--- src/logic/idc_pkg.sv ---
// idc_pkg: shared constants and carriers for the interrupt disable counter
// assumes: one instruction-cycle clock, synchronous active-high reset
package idc_pkg;

   // ****************************************************************
   // widths and levels
   // ****************************************************************
   localparam int            IDC_CNT_W      = 14;
   localparam int            IDC_LVL_W      = 3;
   localparam int            IDC_NSRC       = 8;
   localparam int            IDC_SRC_W      = 3;
   localparam logic [13:0]   IDC_CNT_ZERO   = 14'h0000;
   localparam logic [13:0]   IDC_CNT_ONE    = 14'h0001;
   localparam logic [2:0]    IDC_LVL_TOP    = 3'h7;
   localparam logic [2:0]    IDC_LVL_NONE   = 3'h0;
   localparam logic [7:0]    IDC_STATUS_RST = 8'h00;
   localparam int            IDC_IPL_LSB    = 5;
   localparam int            IDC_IPL_MSB    = 7;
   // hazard window after a priority, enable or flag change
   localparam int            IDC_HAZ_MIN    = 2;
   localparam int            IDC_HAZ_MAX    = 4;
   localparam logic [2:0]    IDC_HAZ_LEN    = 3'h4;

   // ****************************************************************
   // carriers
   // ****************************************************************
   // one mask-instruction or count-register write from the core
   typedef struct packed {
      logic                  mask_instr;
      logic                  cnt_write;
      logic [13:0]           count;
   } idc_cmd_s;

   // one interrupt source
   typedef struct packed {
      logic                  flag;
      logic                  enable;
      logic [2:0]            prio;
   } idc_src_s;

   typedef enum logic [1:0] {
      IDC_ST_OPEN  = 2'b00,
      IDC_ST_MASK  = 2'b01
   } idc_state_e;

endpackage : idc_pkg

--- src/logic/idc_arbiter.sv ---
// idc_arbiter: picks the highest-priority acceptable source
// assumes: purely combinational request vector from the controller
`timescale 1ns/1ns
module idc_arbiter
   import idc_pkg::*;
(
   // requests
   input  wire idc_src_s [IDC_NSRC-1:0] src_i,
   input  wire logic [2:0]              cpu_ipl_i,
   input  wire logic                    mask_active_i,
   // choice
   output logic                         hit_o,
   output logic [IDC_SRC_W-1:0]         id_o,
   output logic [2:0]                   lvl_o
);

   logic [IDC_NSRC-1:0] ok;

   // ****************************************************************
   // per-source acceptance
   // ****************************************************************
   genvar g;
   generate
      for (g = 0; g < IDC_NSRC; g++) begin : g_ok
         // flag, enable, above cpu level, and under the counter mask only at level 7
         assign ok[g] = src_i[g].flag && src_i[g].enable
                     && (src_i[g].prio > cpu_ipl_i)
                     && !(mask_active_i && src_i[g].prio != IDC_LVL_TOP);
      end
   endgenerate

   // highest level wins, lowest index breaks ties
   always_comb begin
      hit_o = 1'b0;
      id_o  = '0;
      lvl_o = IDC_LVL_NONE;
      for (int i = IDC_NSRC - 1; i >= 0; i--) begin
         if (ok[i] && (!hit_o || src_i[i].prio >= lvl_o)) begin
            hit_o = 1'b1;
            id_o  = IDC_SRC_W'(i);
            lvl_o = src_i[i].prio;
         end
      end
   end

endmodule : idc_arbiter

--- src/logic/idc_ctrl.sv ---
// idc_ctrl: interrupt masking counter and acceptance for the core
// assumes: core signals are synchronous, one pulse per completed instruction
`timescale 1ns/1ns
module idc_ctrl
   import idc_pkg::*;
(
   // clock and reset
   input  wire logic                    clock_i,
   input  wire logic                    reset_i,
   // core side
   input  wire idc_cmd_s                cmd_i,
   input  wire logic                    status_we_i,
   input  wire logic [7:0]              status_i,
   input  wire logic                    src_cfg_chg_i,
   input  wire logic                    ack_i,
   // sources
   input  wire idc_src_s [IDC_NSRC-1:0] src_i,
   // results
   output logic                         irq_o,
   output logic [IDC_SRC_W-1:0]         irq_id_o,
   output logic [2:0]                   irq_lvl_o,
   output logic [IDC_CNT_W-1:0]         mask_count_reg_o,
   output logic                         mask_active_o,
   output logic                         hazard_o,
   output logic [7:0]                   core_status_reg_o
);

   logic [IDC_CNT_W-1:0] cnt_q;
   logic [IDC_CNT_W-1:0] cnt_d;
   idc_state_e           st_q;
   logic [7:0]           status_q;
   logic [2:0]           haz_q;
   logic                 hit;
   logic [IDC_SRC_W-1:0] id;
   logic [2:0]           lvl;
   logic [2:0]           cpu_ipl;

   // ****************************************************************
   // mask counter
   // ****************************************************************
   // a load always re-arms the mask, also on the zero cycle, unlike the flawed part
   always_comb begin
      cnt_d = cnt_q;
      if (cmd_i.mask_instr) begin
         cnt_d = cmd_i.count;
      end else if (cmd_i.cnt_write) begin
         cnt_d = cmd_i.count;
      end else if (cnt_q != IDC_CNT_ZERO) begin
         cnt_d = cnt_q - IDC_CNT_ONE;
      end
   end

   always_ff @(posedge clock_i) begin
      if (reset_i) begin
         cnt_q <= IDC_CNT_ZERO;
      end else begin
         cnt_q <= cnt_d;
      end
   end

   // state follows counter; the instruction's own cycle also masks
   always_ff @(posedge clock_i) begin
      if (reset_i) begin
         st_q <= IDC_ST_OPEN;
      end else begin
         case (st_q)
            IDC_ST_OPEN: begin
               if (cnt_d != IDC_CNT_ZERO) st_q <= IDC_ST_MASK;
            end
            IDC_ST_MASK: begin
               if (cnt_d == IDC_CNT_ZERO) st_q <= IDC_ST_OPEN;
            end
            default: st_q <= IDC_ST_OPEN;
         endcase
      end
   end

   // mask in the issuing cycle plus n counted cycles: n+1 in all
   assign mask_active_o = cmd_i.mask_instr || (st_q == IDC_ST_MASK);
   assign mask_count_reg_o = cnt_q;

   // ****************************************************************
   // cpu status and hazard window
   // ****************************************************************
   always_ff @(posedge clock_i) begin
      if (reset_i) begin
         status_q <= IDC_STATUS_RST;
      end else if (status_we_i) begin
         status_q <= status_i;
      end
   end

   assign cpu_ipl = status_q[IDC_IPL_MSB:IDC_IPL_LSB];
   assign core_status_reg_o = status_q;

   // flags cycles after a change where acceptance would be unsafe
   always_ff @(posedge clock_i) begin
      if (reset_i) begin
         haz_q <= 3'h0;
      end else if (status_we_i || src_cfg_chg_i) begin
         haz_q <= IDC_HAZ_LEN;
      end else if (haz_q != 3'h0) begin
         haz_q <= haz_q - 3'h1;
      end
   end

   // hold off acceptance while the window is open, whether masked or not
   // the change cycle itself also holds off: the arbiter still sees the old
   // level or setting there, so a request launched then would slip through
   // trade-off: acceptance is held one cycle longer than the bare window
   assign hazard_o = status_we_i || src_cfg_chg_i || (haz_q != 3'h0);

   // ****************************************************************
   // acceptance
   // ****************************************************************
   idc_arbiter idc_arbiter_i (
      .src_i         (src_i),
      .cpu_ipl_i     (cpu_ipl),
      .mask_active_i (mask_active_o),
      .hit_o         (hit),
      .id_o          (id),
      .lvl_o         (lvl)
   );

   // registered request; hazard window suppresses it instead of trapping
   always_ff @(posedge clock_i) begin
      if (reset_i) begin
         irq_o     <= 1'b0;
         irq_id_o  <= '0;
         irq_lvl_o <= IDC_LVL_NONE;
      end else begin
         irq_o     <= hit && !hazard_o && !ack_i;
         irq_id_o  <= id;
         irq_lvl_o <= lvl;
      end
   end

   // ****************************************************************
   // checks
   // ****************************************************************
   load_zero_a: assert property (@(posedge clock_i) disable iff (reset_i)
      cmd_i.mask_instr && cmd_i.count != IDC_CNT_ZERO |=> mask_active_o)
      else $error("mask not re-armed after load");
   count_down_a: assert property (@(posedge clock_i) disable iff (reset_i)
      cnt_q != IDC_CNT_ZERO && !cmd_i.mask_instr && !cmd_i.cnt_write
      |=> cnt_q == $past(cnt_q) - IDC_CNT_ONE)
      else $error("counter did not decrement");
   mask_len_a: assert property (@(posedge clock_i) disable iff (reset_i)
      cmd_i.mask_instr && cmd_i.count == 14'h0003
      ##1 (!cmd_i.mask_instr && !cmd_i.cnt_write)[*4]
      |-> $past(mask_active_o) && !mask_active_o)
      else $error("mask length is not n plus one");
   reload_a: assert property (@(posedge clock_i) disable iff (reset_i)
      st_q == IDC_ST_MASK && cmd_i.mask_instr |=> cnt_q == $past(cmd_i.count))
      else $error("reload lost");
   lvl7_pass_a: assert property (@(posedge clock_i) disable iff (reset_i)
      irq_o && $past(mask_active_o) |-> irq_lvl_o == IDC_LVL_TOP)
      else $error("masked level accepted");
   ipl_max_a: assert property (@(posedge clock_i) disable iff (reset_i)
      $past(cpu_ipl) == IDC_LVL_TOP |-> !irq_o)
      else $error("interrupt past top cpu level");
   // the winner index is taken from the cycle the request was launched in
   accept_a: assert property (@(posedge clock_i) disable iff (reset_i)
      irq_o |-> $past(src_i[id].flag && src_i[id].enable
                      && src_i[id].prio > cpu_ipl))
      else $error("unqualified source accepted");
   hazard_a: assert property (@(posedge clock_i) disable iff (reset_i)
      status_we_i |=> !irq_o ##1 !irq_o ##1 !irq_o ##1 !irq_o)
      else $error("accept inside hazard window");
   cfg_hazard_a: assert property (@(posedge clock_i) disable iff (reset_i)
      src_cfg_chg_i |=> !irq_o ##1 !irq_o ##1 !irq_o ##1 !irq_o)
      else $error("accept inside config hazard window");
   haz_len_a: assert property (@(posedge clock_i) disable iff (reset_i)
      status_we_i || src_cfg_chg_i |=> haz_q == IDC_HAZ_LEN)
      else $error("hazard window not opened");
   // a restore must land exactly, or nested masked regions come apart
   restore_a: assert property (@(posedge clock_i) disable iff (reset_i)
      cmd_i.cnt_write && !cmd_i.mask_instr |=> cnt_q == $past(cmd_i.count))
      else $error("count restore lost");
   state_sync_a: assert property (@(posedge clock_i) disable iff (reset_i)
      (st_q == IDC_ST_MASK) == (cnt_q != IDC_CNT_ZERO))
      else $error("mask state and counter disagree");
   ack_drop_a: assert property (@(posedge clock_i) disable iff (reset_i)
      ack_i |=> !irq_o)
      else $error("request held through acknowledge");
   lvl_nonzero_a: assert property (@(posedge clock_i) disable iff (reset_i)
      irq_o |-> irq_lvl_o != IDC_LVL_NONE)
      else $error("level zero source accepted");

endmodule : idc_ctrl

--- config.mk ---
export PLATFORM = sky130hd
export DESIGN_NAME = idc_ctrl
export DESIGN_NICKNAME = d
export VERILOG_FILES = /design/src/logic/idc_pkg.sv /design/src/logic/idc_arbiter.sv /design/src/logic/idc_ctrl.sv
export SDC_FILE = /design/constraint.sdc
export NUM_CORES = 1
export LEC_CHECK = 0
export ABC_CLOCK_PERIOD_IN_PS = 29400
export BUFFER_PORTS_ARGS = -buffer_cell sky130_fd_sc_hd__buf_4
export CORE_MARGIN = 1
export CORE_UTILIZATION = 56
export DETAILED_ROUTE_END_ITERATION = 10
export MAX_ROUTING_LAYER = met4
export PLACE_DENSITY = 0.86
export SYNTH_ARGS = -nofsm -noshare
export SYNTH_HDL_FRONTEND = slang
export SYNTH_SLANG_ARGS = --single-unit
--- constraint.sdc ---
create_clock -name clock_i -period 29.4 [get_ports clock_i]
set_clock_uncertainty 0.05 [all_clocks]
set_input_delay 2.94 -clock clock_i [delete_from_list [all_inputs] [get_ports clock_i]]
set_output_delay 2.94 -clock clock_i [all_outputs]
set_load 0.02 [all_outputs]
# Word-level counts from Yosys, hierarchy flattened
# Cells that the tools add are included.
[classes] addsub=2 magnitude_cmp=15 eq_ne=11 n_mux=31 n_reduce_logical=79
[op_table] operator="$mux 14" count=3
[op_table] operator="$mux 3" count=14
[op_table] operator="$logic_and 1x1->1" count=41
[op_table] operator="$reduce_bool 14->1" count=2
[op_table] operator="$gt 3x3->1" count=8
[op_table] operator="$ne 3x3->1 const B" count=8
[op_table] operator="$ge 3x3->1" count=7
[op_table] operator="$logic_not 1->1" count=17
[op_table] operator="$logic_not 14->1" count=1
[op_table] operator="$sub 14x1->14 const B" count=1
[op_table] operator="$logic_or 1x1->1" count=10
[op_table] operator="$mux 1" count=9
[op_table] operator="$mux 2" count=4
[op_table] operator="$reduce_or 5->1" count=1
[op_table] operator="$ne 2x2->1 const B" count=2
[op_table] operator="$pmux 2 s2" count=1
[op_table] operator="$reduce_or 2->1" count=2
[op_table] operator="$reduce_bool 3->1" count=1
[op_table] operator="$reduce_or 3->1" count=1
[op_table] operator="$sub 3x1->3 const B" count=1
[op_table] operator="$eq 2x1->1 const B" count=1
[op_table] operator="$logic_not 2->1" count=1
[op_table] operator="$reduce_and 2->1" count=1
[op_table] operator="$reduce_bool 2->1" count=1
[word_totals] ff_bits=34 inputBits=69 out_inout_bits=31 elab_cells=148

# Depth between registers and ports, before layout
# Gate-level depths: netlist of the first run.
[depth] depth_word=36 ltp_mapped=54 depth_no_buf=54

# Cells and area by module
# From an unflattened synthesis of the first run, not the netlist that was laid out.
[unflattened] hier_cells=400 hier_area_um2=3265.6
[by_module_without_submodules] module="idc_arbiter" instances=1 cells_per_inst=216 area_per_inst_um2=1647.8 seq_area_each_um2=0.0
[by_module_without_submodules] module="idc_ctrl" instances=1 cells_per_inst=184 area_per_inst_um2=1617.8 seq_area_each_um2=660.6

# Least setup slack after synthesis of the first run
# Ideal clock, no wire load.
[synth_timing] path_kind="input to register" from="in src_i[37] in the netlist's numbering" to="reg irq_lvl_o[0]" setup_ps=59 t_arrival_ps=12233 required_time_ps=29291 path_slack_ps=17057 cell_stages=52 path_buffers=0 cell_sequence="ha_1 nand3b_1 a22o_1 nor2_1 nand2_1 ha_1 a21o_1 a31oi_1 nand3_1 a32o_1 inv_1 ha_1 a21oi_1 o21ai_0 o21a_2 o21a_1 ha_1 nand2b_1 (+16 left out) a21o_1 a41oi_1 nor2_1 mux2_2 ha_1 nand2b_1 a21o_1 a21oi_1 o21ai_0 nand2_1 mux2_2 ha_1 nand2b_1 a21oi_1 nor2b_1 o31a_1 a211oi_2 a221o_1"
[synth_via] elab_chain_len=33 elab_cells_between_ends=49 cone_classes="order compare: 8; eq/ne: 1; mux: 15; reduce/logical: 25"
[synth_lines] item="start: declaration" line_no="idc_ctrl.sv:17" text="input wire idc_src_s [IDC_NSRC-1:0] src_i,"
[synth_lines] item="branches (longest 32 deep; another with $gt 3x3->1)"
[synth_lines] item="$mux 3 *" line_no="idc_arbiter.sv:38" text="if (ok[i] && (!hit_o || src_i[i].prio >= lvl_o)) begin"
[synth_lines] item="end signal: assignment" line_no="idc_ctrl.sv:134" text="irq_lvl_o <= lvl;"
[synth_lines] item="end: declaration" line_no="idc_ctrl.sv:21" text="output logic [2:0] irq_lvl_o,"
# Every way passes the cells marked *.
# A chain may end at the register's enable or synchronous reset.

# Worst setup path in the final report of the first run
[layout_timing] from="in src_i[37] in the netlist's numbering" to="reg irq_lvl_o[2]"
# The elaborated chain is that of the path after synthesis.

==> metrics.yaml, run 1 <==
synthesis:
  syn_area_um2: 3170
  synthTopCellsByCount: "ha_1 (49), nor2_1 (40), dfxtp_1 (33), inv_1 (24), nand2_1 (24)"
  yosysTopAreaCell: "dfxtp_1"
  ys_ff_latch: 33
  synth-async-reset-ratio_pct: 0
  synth_top_area_share_pct: 20.8
  synth.area.top_cells: "dfxtp_1 (21%), ha_1 (19%), mux2i_1 (5.4%)"
  synthCells: 380
  avgSynthCellArea_um2: 8.35
  yosysMostFrequentCell: "ha_1"
  synth_enable_flop_cells: 0
  ys_seq_area_share_pct: 20.8
  yosys_warnings: 0
  synthFlopType: "dfxtp_1"
  synth_nets: 498
  synth_cell_types: 63
clocking:
  clk_pin_slew_worst_paths_ns: 0.07
  cts_tree: "done"
  cts_setup_buffers: 0
  cts_buffers: 5
  cts_buffer_depth: 2
  worstSkewPairLatency_ns: 0.29
  clock_sinks: 33
  ctsHtreeMaxLevel: 2
  cts_resized: 0
  root_buffer: "clkbuf_8"
  cts_hold_buffers: 0
cells_and_area:
  post-route-util_pct: 74.4
  final_cell_count_no_fill: 552
  drive_gt1_share_pct: 27.3
  nNetsFinal: 597
  antennaDiodeCount: 0
  syn_to_final_growth_pct: 28.3
power_and_ir_drop:
  p_seq_share_pct: 36.3
  power_frac_comb_pct: 39.5
  p_sw_w: 0.0000490
  p_leak_nw: 1.90
  p_clk_share_pct: 24.2
  peakVddDrop_uv: 27.5
  internal_power_w: 0.0000907
  sw_frac_of_total_pct: 35.1
  p_per_area_nw_per_um2: 34.3
drt:
  wl_um: 8160
  first_pass_iters: 7
  first_iter_violations: 121
  wire_per_inst_um: 14.8
  antenna_left: 0
  via_per_inst: 5.88
  drc_errors: 0
  via_count: 3245
floorplan:
  core_area_um2: 5470
  die_w_um: 77.3
  io_pins: 100
  die-area_um2: 5970
  die_h_um: 77.3
  initial_utilization_pct: 58.0
  rows: 27
setup_path:
  required_ns: 29.57
  critPathSlowestCell: "a311oi_2"
  slowest_delay_ns: 0.39
  cp_max_fo: 8
  r2r-start: "core_status_reg_o[6]"
  ff2ff_setup_slack_ns: 18.34
  cpMostUsedCell: "ha_1"
  crit_type: "primary input to register"
  cp-endpoint: "irq_lvl_o[2]"
  worstSetupStartpointType: "primary input"
  reg2reg_depth: 50
  setup.worst_path.start: "src_i[37]"
  end_kind: "register"
  arrival_ns: 13.37
  worstReg2RegEnd: "irq_lvl_o[2]"
placed_design:
  place_inst: 544
  place_congestion: 0.969
  hpwl_um: 6600
  port_buffers: 99
  dpl_worst_slack_ns: 16.00
timing:
  slew_headroom_pct: 43.4
  setup_viol: 0
  post-route-period-util_pct: 44.9
  drv_slew: 0
  worst_pin_slew_ns: 0.846
  max_freq_mhz: 75.8
  hold_viol_final: 0
  fin_tns_setup_ns: 0
  timing.final.ws_setup_ns: 16.20
  min_period_ns: 13.20
  rsz0062_at_grt: "no"
flow_run:
  maxCapViolCount: 0
global_routing:
  grt_pass1_wl_um: 13600
  grt_max_degree: 34
  gr-total-overflow: 0
  antenna_found_initial: 0
  grt_pass1_vias: 3023
  grt.total_usage_pct: 28.9
worst_hold_path:
  min_path_type: "register to register"
status:
  outcome: "finished clean"
[flip-flops by register name (all words and copies together), names as in the netlist]
signal,count
mask_count_reg_o,14
irq_o,1
irq_id_o,3
core_status_reg_o,8
st_q,1
haz_q,3
irq_lvl_o,3
[cell type report]
type / instances / area, µm²
Clock buffer: 5 / 68.8
Clock inverter: 3 / 22.5
Fill cell: 422 / 1400
Inverter: 25 / 96.3
Multi-Input combinational cell: 315 / 2390
Sequential cell: 33 / 661
Tap cell: 72 / 90.1
Timing Repair Buffer: 99 / 743
[layer usage]
layer	wire, µm	GRT usage (%)
met2	3910	47.2
met4	98	7.36
met3	482	4.64
met1	3680	37.0
met5	0	-
[metrics by stage]
stage	total power (W)	hold slack (ns)	instance area (µm²)
final	0.000140	0.458	4070
after global routing	0.000149	0.488	4070
after CTS	0.000141	0.462	4070
after global placement	0.000104	0.423	3980
after detailed placement	0.000106	0.442	3980
after floorplan	0.0000859	0.404	3170
[critical path: cells and delay by family]
family	cells	cell delay, ns
mux	2	0.72
buf+inv	2	0.21
fa+ha+maj	8	2.20
compound gates	22	5.08
simple gates	16	2.23
[worst min path at each step]
stage,cells past startpoint,to,from,slack (ns)
floorplan,2,haz_q[1],haz_q[1],0.40
finish,2,haz_q[1],haz_q[1],0.46
detailed placement,2,core_status_reg_o[3],core_status_reg_o[3],0.44
CTS,2,core_status_reg_o[3],core_status_reg_o[3],0.46
global placement,2,haz_q[1],haz_q[1],0.42
global route,2,core_status_reg_o[3],core_status_reg_o[3],0.49
[layout by cell type (no fill, tap or decap), drive strengths merged, types with 8 or more instances in the layout]
| master | synthesis | layout |
|---|---|---|
| buf | 2 | 99 |
| ha | 49 | 49 |
| nor2 | 42 | 42 |
| dfxtp | 33 | 33 |
| nand2 | 25 | 25 |
| inv | 25 | 25 |
| nor2b | 18 | 18 |
| mux2i | 18 | 18 |
| a21oi | 16 | 16 |
| nand3 | 14 | 14 |
| nor3 | 12 | 12 |
| o21ai | 10 | 10 |
| a31oi | 9 | 9 |
| and3 | 8 | 8 |
| nand2b | 8 | 8 |
[power groups by stage]
stage	Sequential [W]	Combinational [W]	Clock (W)
final	0.0000507	0.0000552	0.0000338
after floorplan	0.0000545	0.0000314	0
after detailed placement	0.0000516	0.0000547	0
after global placement	0.0000516	0.0000528	0
after CTS	0.0000506	0.0000549	0.0000350
after global routing	0.0000511	0.0000612	0.0000367
[cells by family (layout without fill, tap and decap cells)]
family / Yosys count / count (layout) / synth area share, %
multiplexers: 22 / 22 / 7.49
AND/OR/NAND/NOR: 148 / 148 / 24.4
AO/OA/AOI/OAI: 87 / 87 / 21.6
adder cells (fa/ha/maj): 49 / 49 / 19.3
XOR/XNOR: 9 / 9 / 2.48
flip-flops: 33 / 33 / 20.8
buffers and inverters: 32 / 132 / 3.86
Note: power is estimated with default switching activity, not from simulation.
==> run 2: changes to the inputs <==
--- a/config.mk
+++ b/config.mk
@@ -5,13 +5,13 @@
 export SDC_FILE = /design/constraint.sdc
 export NUM_CORES = 1
 export LEC_CHECK = 0
-export ABC_CLOCK_PERIOD_IN_PS = 29400
+export ABC_CLOCK_PERIOD_IN_PS = 13800
 export BUFFER_PORTS_ARGS = -buffer_cell sky130_fd_sc_hd__buf_4
 export CORE_MARGIN = 1
-export CORE_UTILIZATION = 56
+export CORE_UTILIZATION = 52
 export DETAILED_ROUTE_END_ITERATION = 10
 export MAX_ROUTING_LAYER = met4
-export PLACE_DENSITY = 0.86
+export PLACE_DENSITY = 0.8
 export SYNTH_ARGS = -nofsm -noshare
 export SYNTH_HDL_FRONTEND = slang
 export SYNTH_SLANG_ARGS = --single-unit
==> constraint.sdc (replaced) <==
create_clock -name clock_i -period 13.8 [get_ports clock_i]
set_clock_uncertainty 0.05 [all_clocks]
set_input_delay 1.38 -clock clock_i [delete_from_list [all_inputs] [get_ports clock_i]]
set_output_delay 1.38 -clock clock_i [all_outputs]
set_load 0.02 [all_outputs]
==> run 2 against run 1 <==
Critical path depth is 2 higher. Clock power rose by 120%. Core utilization is 5.2 points lower. Worst hold slack lost 0.014 ns. Global-route usage grew 0.28 points. Non-clock buffer count is the same. Sequential cell count is the same. Worst setup slack lost 14 ns. First-iteration DRC count up 53%. Sequential share of layout area barely moved.
==> metrics.yaml, run 2 (same netlist as run 1, synthesis figures left out) <==
cells_and_area:
  final_cell_count_no_fill: 554
  largest_register_ffs: 14
  post-route-util_pct: 69.2
  syn_to_final_growth_pct: 28.3
  multi_input_area_um2: 2390
  fillCellCount: 507
  layout_common_cells: "buf_4 (99), ha_1 (49), nor2_1 (40)"
  seqCellArea_um2: 661
  final_area_um2: 4070
  drive_gt1_share_pct: 26.9
  final_common_cell: "buf_4"
  nNetsFinal: 597
  antennaDiodeCount: 0
power_and_ir_drop:
  p_sw_w: 0.000102
  peakVddDrop_uv: 73.2
  p_per_area_nw_per_um2: 73.6
  p_leak_nw: 1.91
  internal_power_w: 0.000197
  p_clk_share_pct: 24.3
  sw_frac_of_total_pct: 34.0
  power_frac_comb_pct: 39.6
  p_seq_share_pct: 36.1
timing:
  min_period_ns: 11.74
  whs_ns: 0.444
  post-route-period-util_pct: 85.1
  hold_viol_final: 0
  fin_tns_setup_ns: 0
  slew_headroom_pct: 44.1
  max_freq_mhz: 85.2
  setup_viol: 0
  rsz0062_at_grt: "no"
  worst_pin_slew_ns: 0.835
  drv_slew: 0
global_routing:
  grt.total_usage_pct: 29.2
  grt_pass1_vias: 3059
  grt_max_degree: 34
  gr-total-overflow: 0
  antenna_found_initial: 0
  grt_pass1_wl_um: 14300
clocking:
  root_buffer: "clkbuf_8"
  cts_buffers: 5
  cts_setup_buffers: 0
  ctsHtreeMaxLevel: 2
  cts_tree: "done"
  cts_hold_buffers: 0
  worstSkewPairLatency_ns: 0.28
  cts_buffer_depth: 2
  cts_resized: 0
  clk_pin_slew_worst_paths_ns: 0.06
  clock_sinks: 33
floorplan:
  die_w_um: 80.1
  core_area_um2: 5890
  io_pins: 100
  die_h_um: 80.1
  initial_utilization_pct: 53.9
  rows: 28
  die-area_um2: 6420
placed_design:
  port_buffers: 99
  dpl_cell_area_um2: 3980
  hpwl_um: 6990
  place_congestion: 0.904
  place_inst: 547
setup_path:
  critPathSlowestCell: "a311oi_2"
  critPathTopFamily: "compound AO/OA/AOI/OAI gates"
  crit_buf_inv: 3
  reg2reg_depth: 52
  cp_max_fo: 8
  worstReg2RegEnd: "irq_lvl_o[2]"
  slowest_delay_ns: 0.38
  arrival_ns: 11.91
  end_kind: "register"
  required_ns: 13.98
  cpMostUsedCell: "ha_1"
  r2r-start: "core_status_reg_o[7]"
  crit_type: "primary input to register"
  ff2ff_setup_slack_ns: 2.64
  worstSetupStartpointType: "primary input"
worst_hold_path:
  hp-start: "core_status_reg_o[4]"
  min_path_type: "register to register"
  hold_end: "core_status_reg_o[4]"
  holdPathStages: 2
drt:
  via_count: 3223
  via_per_inst: 5.82
  first_pass_iters: 4
  wire_per_inst_um: 15.6
  antenna_left: 0
  drc_errors: 0
  wl_um: 8670
  first_iter_violations: 185
status:
  outcome: "finished clean"
flow_run:
  maxCapViolCount: 0
[run 2: worst max path at each step]
stage / slack (ns) / startpoint / depth (start not counted) / end
after floorplan: 3.02 / src_i[37] / 52 / irq_lvl_o[0]
after global placement: 2.26 / src_i[37] / 53 / irq_lvl_o[1]
after detailed placement: 1.88 / src_i[37] / 51 / irq_lvl_o[2]
after CTS: 2.16 / src_i[37] / 52 / irq_lvl_o[2]
after global routing: 1.42 / src_i[37] / 53 / irq_lvl_o[2]
final: 2.06 / src_i[37] / 52 / irq_lvl_o[2]
[run 2: worst register-to-register path: cells and delay by family, from the launching register on]
family | cells | cell delay (ns)
fa+ha+maj | 8 | 2.24
simple gates | 15 | 1.98
buf+inv | 3 | 0.35
mux | 2 | 0.71
flops | 1 | 0.35
compound gates | 24 | 5.41
[run 2: area by class of cell]
class / instances / share of cell area [%]
Timing Repair Buffer: 99 / 18.3
Clock buffer: 7 / 2.12
Sequential cell: 33 / 16.2
Inverter: 25 / 2.37
Multi-Input combinational cell: 315 / 58.7
Tap cell: 75 / 2.31
[run 2: stage by stage]
stage | total power (W) | worst slack [ns]
floorplan | 0.000183 | 3.02
global placement | 0.000224 | 2.26
detailed placement | 0.000228 | 1.88
CTS | 0.000301 | 2.16
global route | 0.000320 | 1.42
finish | 0.000299 | 2.06
[run 2: power by group through the flow]
| stage | clock (W) | combinational [W] | sequential [W] |
|---|---|---|---|
| after floorplan | 0 | 0.0000669 | 0.000116 |
| after global placement | 0 | 0.000114 | 0.000110 |
| after detailed placement | 0 | 0.000118 | 0.000110 |
| after CTS | 0.0000740 | 0.000119 | 0.000108 |
| after global routing | 0.0000788 | 0.000132 | 0.000109 |
| final | 0.0000727 | 0.000119 | 0.000108 |
[run 2: layer usage]
| metal | track usage [%] | part of all wire, % |
|---|---|---|
| met3 | 3.98 | 5.0 |
| met4 | 7.50 | 1.4 |
| met2 | 49.7 | 48 |
| met1 | 36.3 | 45 |
| met5 | - | 0 |
==> run 3: changes to the inputs <==
--- a/config.mk
+++ b/config.mk
@@ -7,11 +7,11 @@
 export LEC_CHECK = 0
 export ABC_CLOCK_PERIOD_IN_PS = 13800
 export BUFFER_PORTS_ARGS = -buffer_cell sky130_fd_sc_hd__buf_4
-export CORE_MARGIN = 1
-export CORE_UTILIZATION = 52
+export CORE_UTILIZATION = 54
+export CTS_BUF_LIST = sky130_fd_sc_hd__clkbuf_2 sky130_fd_sc_hd__clkbuf_4 sky130_fd_sc_hd__clkbuf_8
 export DETAILED_ROUTE_END_ITERATION = 10
 export MAX_ROUTING_LAYER = met4
-export PLACE_DENSITY = 0.8
+export PLACE_DENSITY = 0.83
 export SYNTH_ARGS = -nofsm -noshare
 export SYNTH_HDL_FRONTEND = slang
 export SYNTH_SLANG_ARGS = --single-unit
==> run 3 against run 2 <==
Die area fell by 3.6%. Sequential share of layout area did not move. Core utilization rose by 3.9 points. Non-clock buffer count did not move. Routed wire length fell by 1.7%. Critical path type unchanged.
==> metrics.yaml, run 3 (same netlist as run 1, synthesis figures left out) <==
cells_and_area:
  drive_gt1_share_pct: 27.1
  antennaDiodeCount: 0
  nNetsFinal: 597
  final_common_cell: "buf_4"
  final_cell_count_no_fill: 551
  largest_register_ffs: 14
  final_area_um2: 4070
  syn_to_final_growth_pct: 28.3
  layout_common_cells: "buf_4 (99), ha_1 (49), nor2_1 (40)"
setup_path:
  required_ns: 13.98
  end_kind: "register"
  cpMostUsedCell: "ha_1"
  cp_max_fo: 8
  arrival_ns: 11.84
  slowest_delay_ns: 0.39
  ff2ff_setup_slack_ns: 2.73
  crit_type: "primary input to register"
  critPathSlowestCell: "a311oi_2"
  worstSetupStartpointType: "primary input"
global_routing:
  grt.total_usage_pct: 29.4
  grt_pass1_vias: 3182
  gr-total-overflow: 0
  grt_pass1_wl_um: 14000
  antenna_found_initial: 0
  grt_max_degree: 34
timing:
  drv_slew: 0
  min_period_ns: 11.65
  post-route-period-util_pct: 84.4
  worst_pin_slew_ns: 0.874
  slew_headroom_pct: 41.5
  rsz0062_at_grt: "no"
  fin_tns_setup_ns: 0
  whs_ns: 0.448
  hold_viol_final: 0
  setup_viol: 0
  max_freq_mhz: 85.8
placed_design:
  hpwl_um: 6810
  place_inst: 544
  place_congestion: 0.959
  dpl_cell_area_um2: 3980
  port_buffers: 99
clocking:
  cts_tree: "done"
  cts_buffers: 5
  clk_pin_slew_worst_paths_ns: 0.07
  cts_setup_buffers: 0
  cts_resized: 0
  cts_buffer_depth: 2
  worstSkewPairLatency_ns: 0.29
  root_buffer: "clkbuf_8"
  clock_sinks: 33
  cts_hold_buffers: 0
  ctsHtreeMaxLevel: 2
floorplan:
  rows: 27
  io_pins: 100
  initial_utilization_pct: 56.9
  core_area_um2: 5570
  die_h_um: 78.7
  die_w_um: 78.7
  die-area_um2: 6190
power_and_ir_drop:
  p_leak_nw: 1.91
  peakVddDrop_uv: 66.3
  p_per_area_nw_per_um2: 74.9
  total_power_w: 0.000305
drt:
  via_per_inst: 5.89
  drc_errors: 0
  first_pass_iters: 6
  via_count: 3246
  antenna_left: 0
  wl_um: 8520
  wire_per_inst_um: 15.5
  first_iter_violations: 208
worst_hold_path:
  min_path_type: "register to register"
flow_run:
  maxCapViolCount: 0
status:
  outcome: "finished clean"
-- run 3: layout make-up --
class / count / area [µm²]
multi-input combinational: 315 / 2390
tap: 72 / 90.1
sequential: 33 / 661
timing repair buffer: 99 / 743
inverter: 25 / 96.3
clock buffer: 7 / 90.1
fill: 471 / 1500
-- run 3: worst max-delay path: cells and delay by family --
kind	cells	cell delay [ns]
compound gates	24	5.36
fa+ha+maj	8	2.14
simple gates	15	2.01
mux	2	0.71
buf+inv	3	0.27
-- run 3: layer usage --
metal | vias to the layer above | GRT usage, % | share of wire, %
met1 | 1485 | 35.6 | 45
met4 | 0 | 11.5 | 2.1
li1 | 1603 | - | -
met3 | 20 | 4.07 | 5.3
met2 | 138 | 49.1 | 48
met5 | - | - | 0
-- run 3: final timing paths --
kind	startpoint	to	depth (start not counted)
min	core_status_reg_o[4]	core_status_reg_o[4]	2
max	src_i[37]	irq_lvl_o[2]	52
min reg2reg	core_status_reg_o[4]	core_status_reg_o[4]	2
max reg2reg	core_status_reg_o[7]	irq_lvl_o[2]	52
-- run 3: report_power, final --
group          switching [W]  internal (W)
logic              0.0000626     0.0000563
clock network      0.0000365     0.0000416
registers         0.00000623      0.000102
-- run 3: per-stage QoR --
stage,util [%],setup slack [ns]
2_1_floorplan,-,3.02
3_3_place_gp,71.4,2.36
3_5_place_dp,71.4,1.97
4_1_cts,73.0,2.25
5_1_grt,73.0,1.50
6_report,73.0,2.15
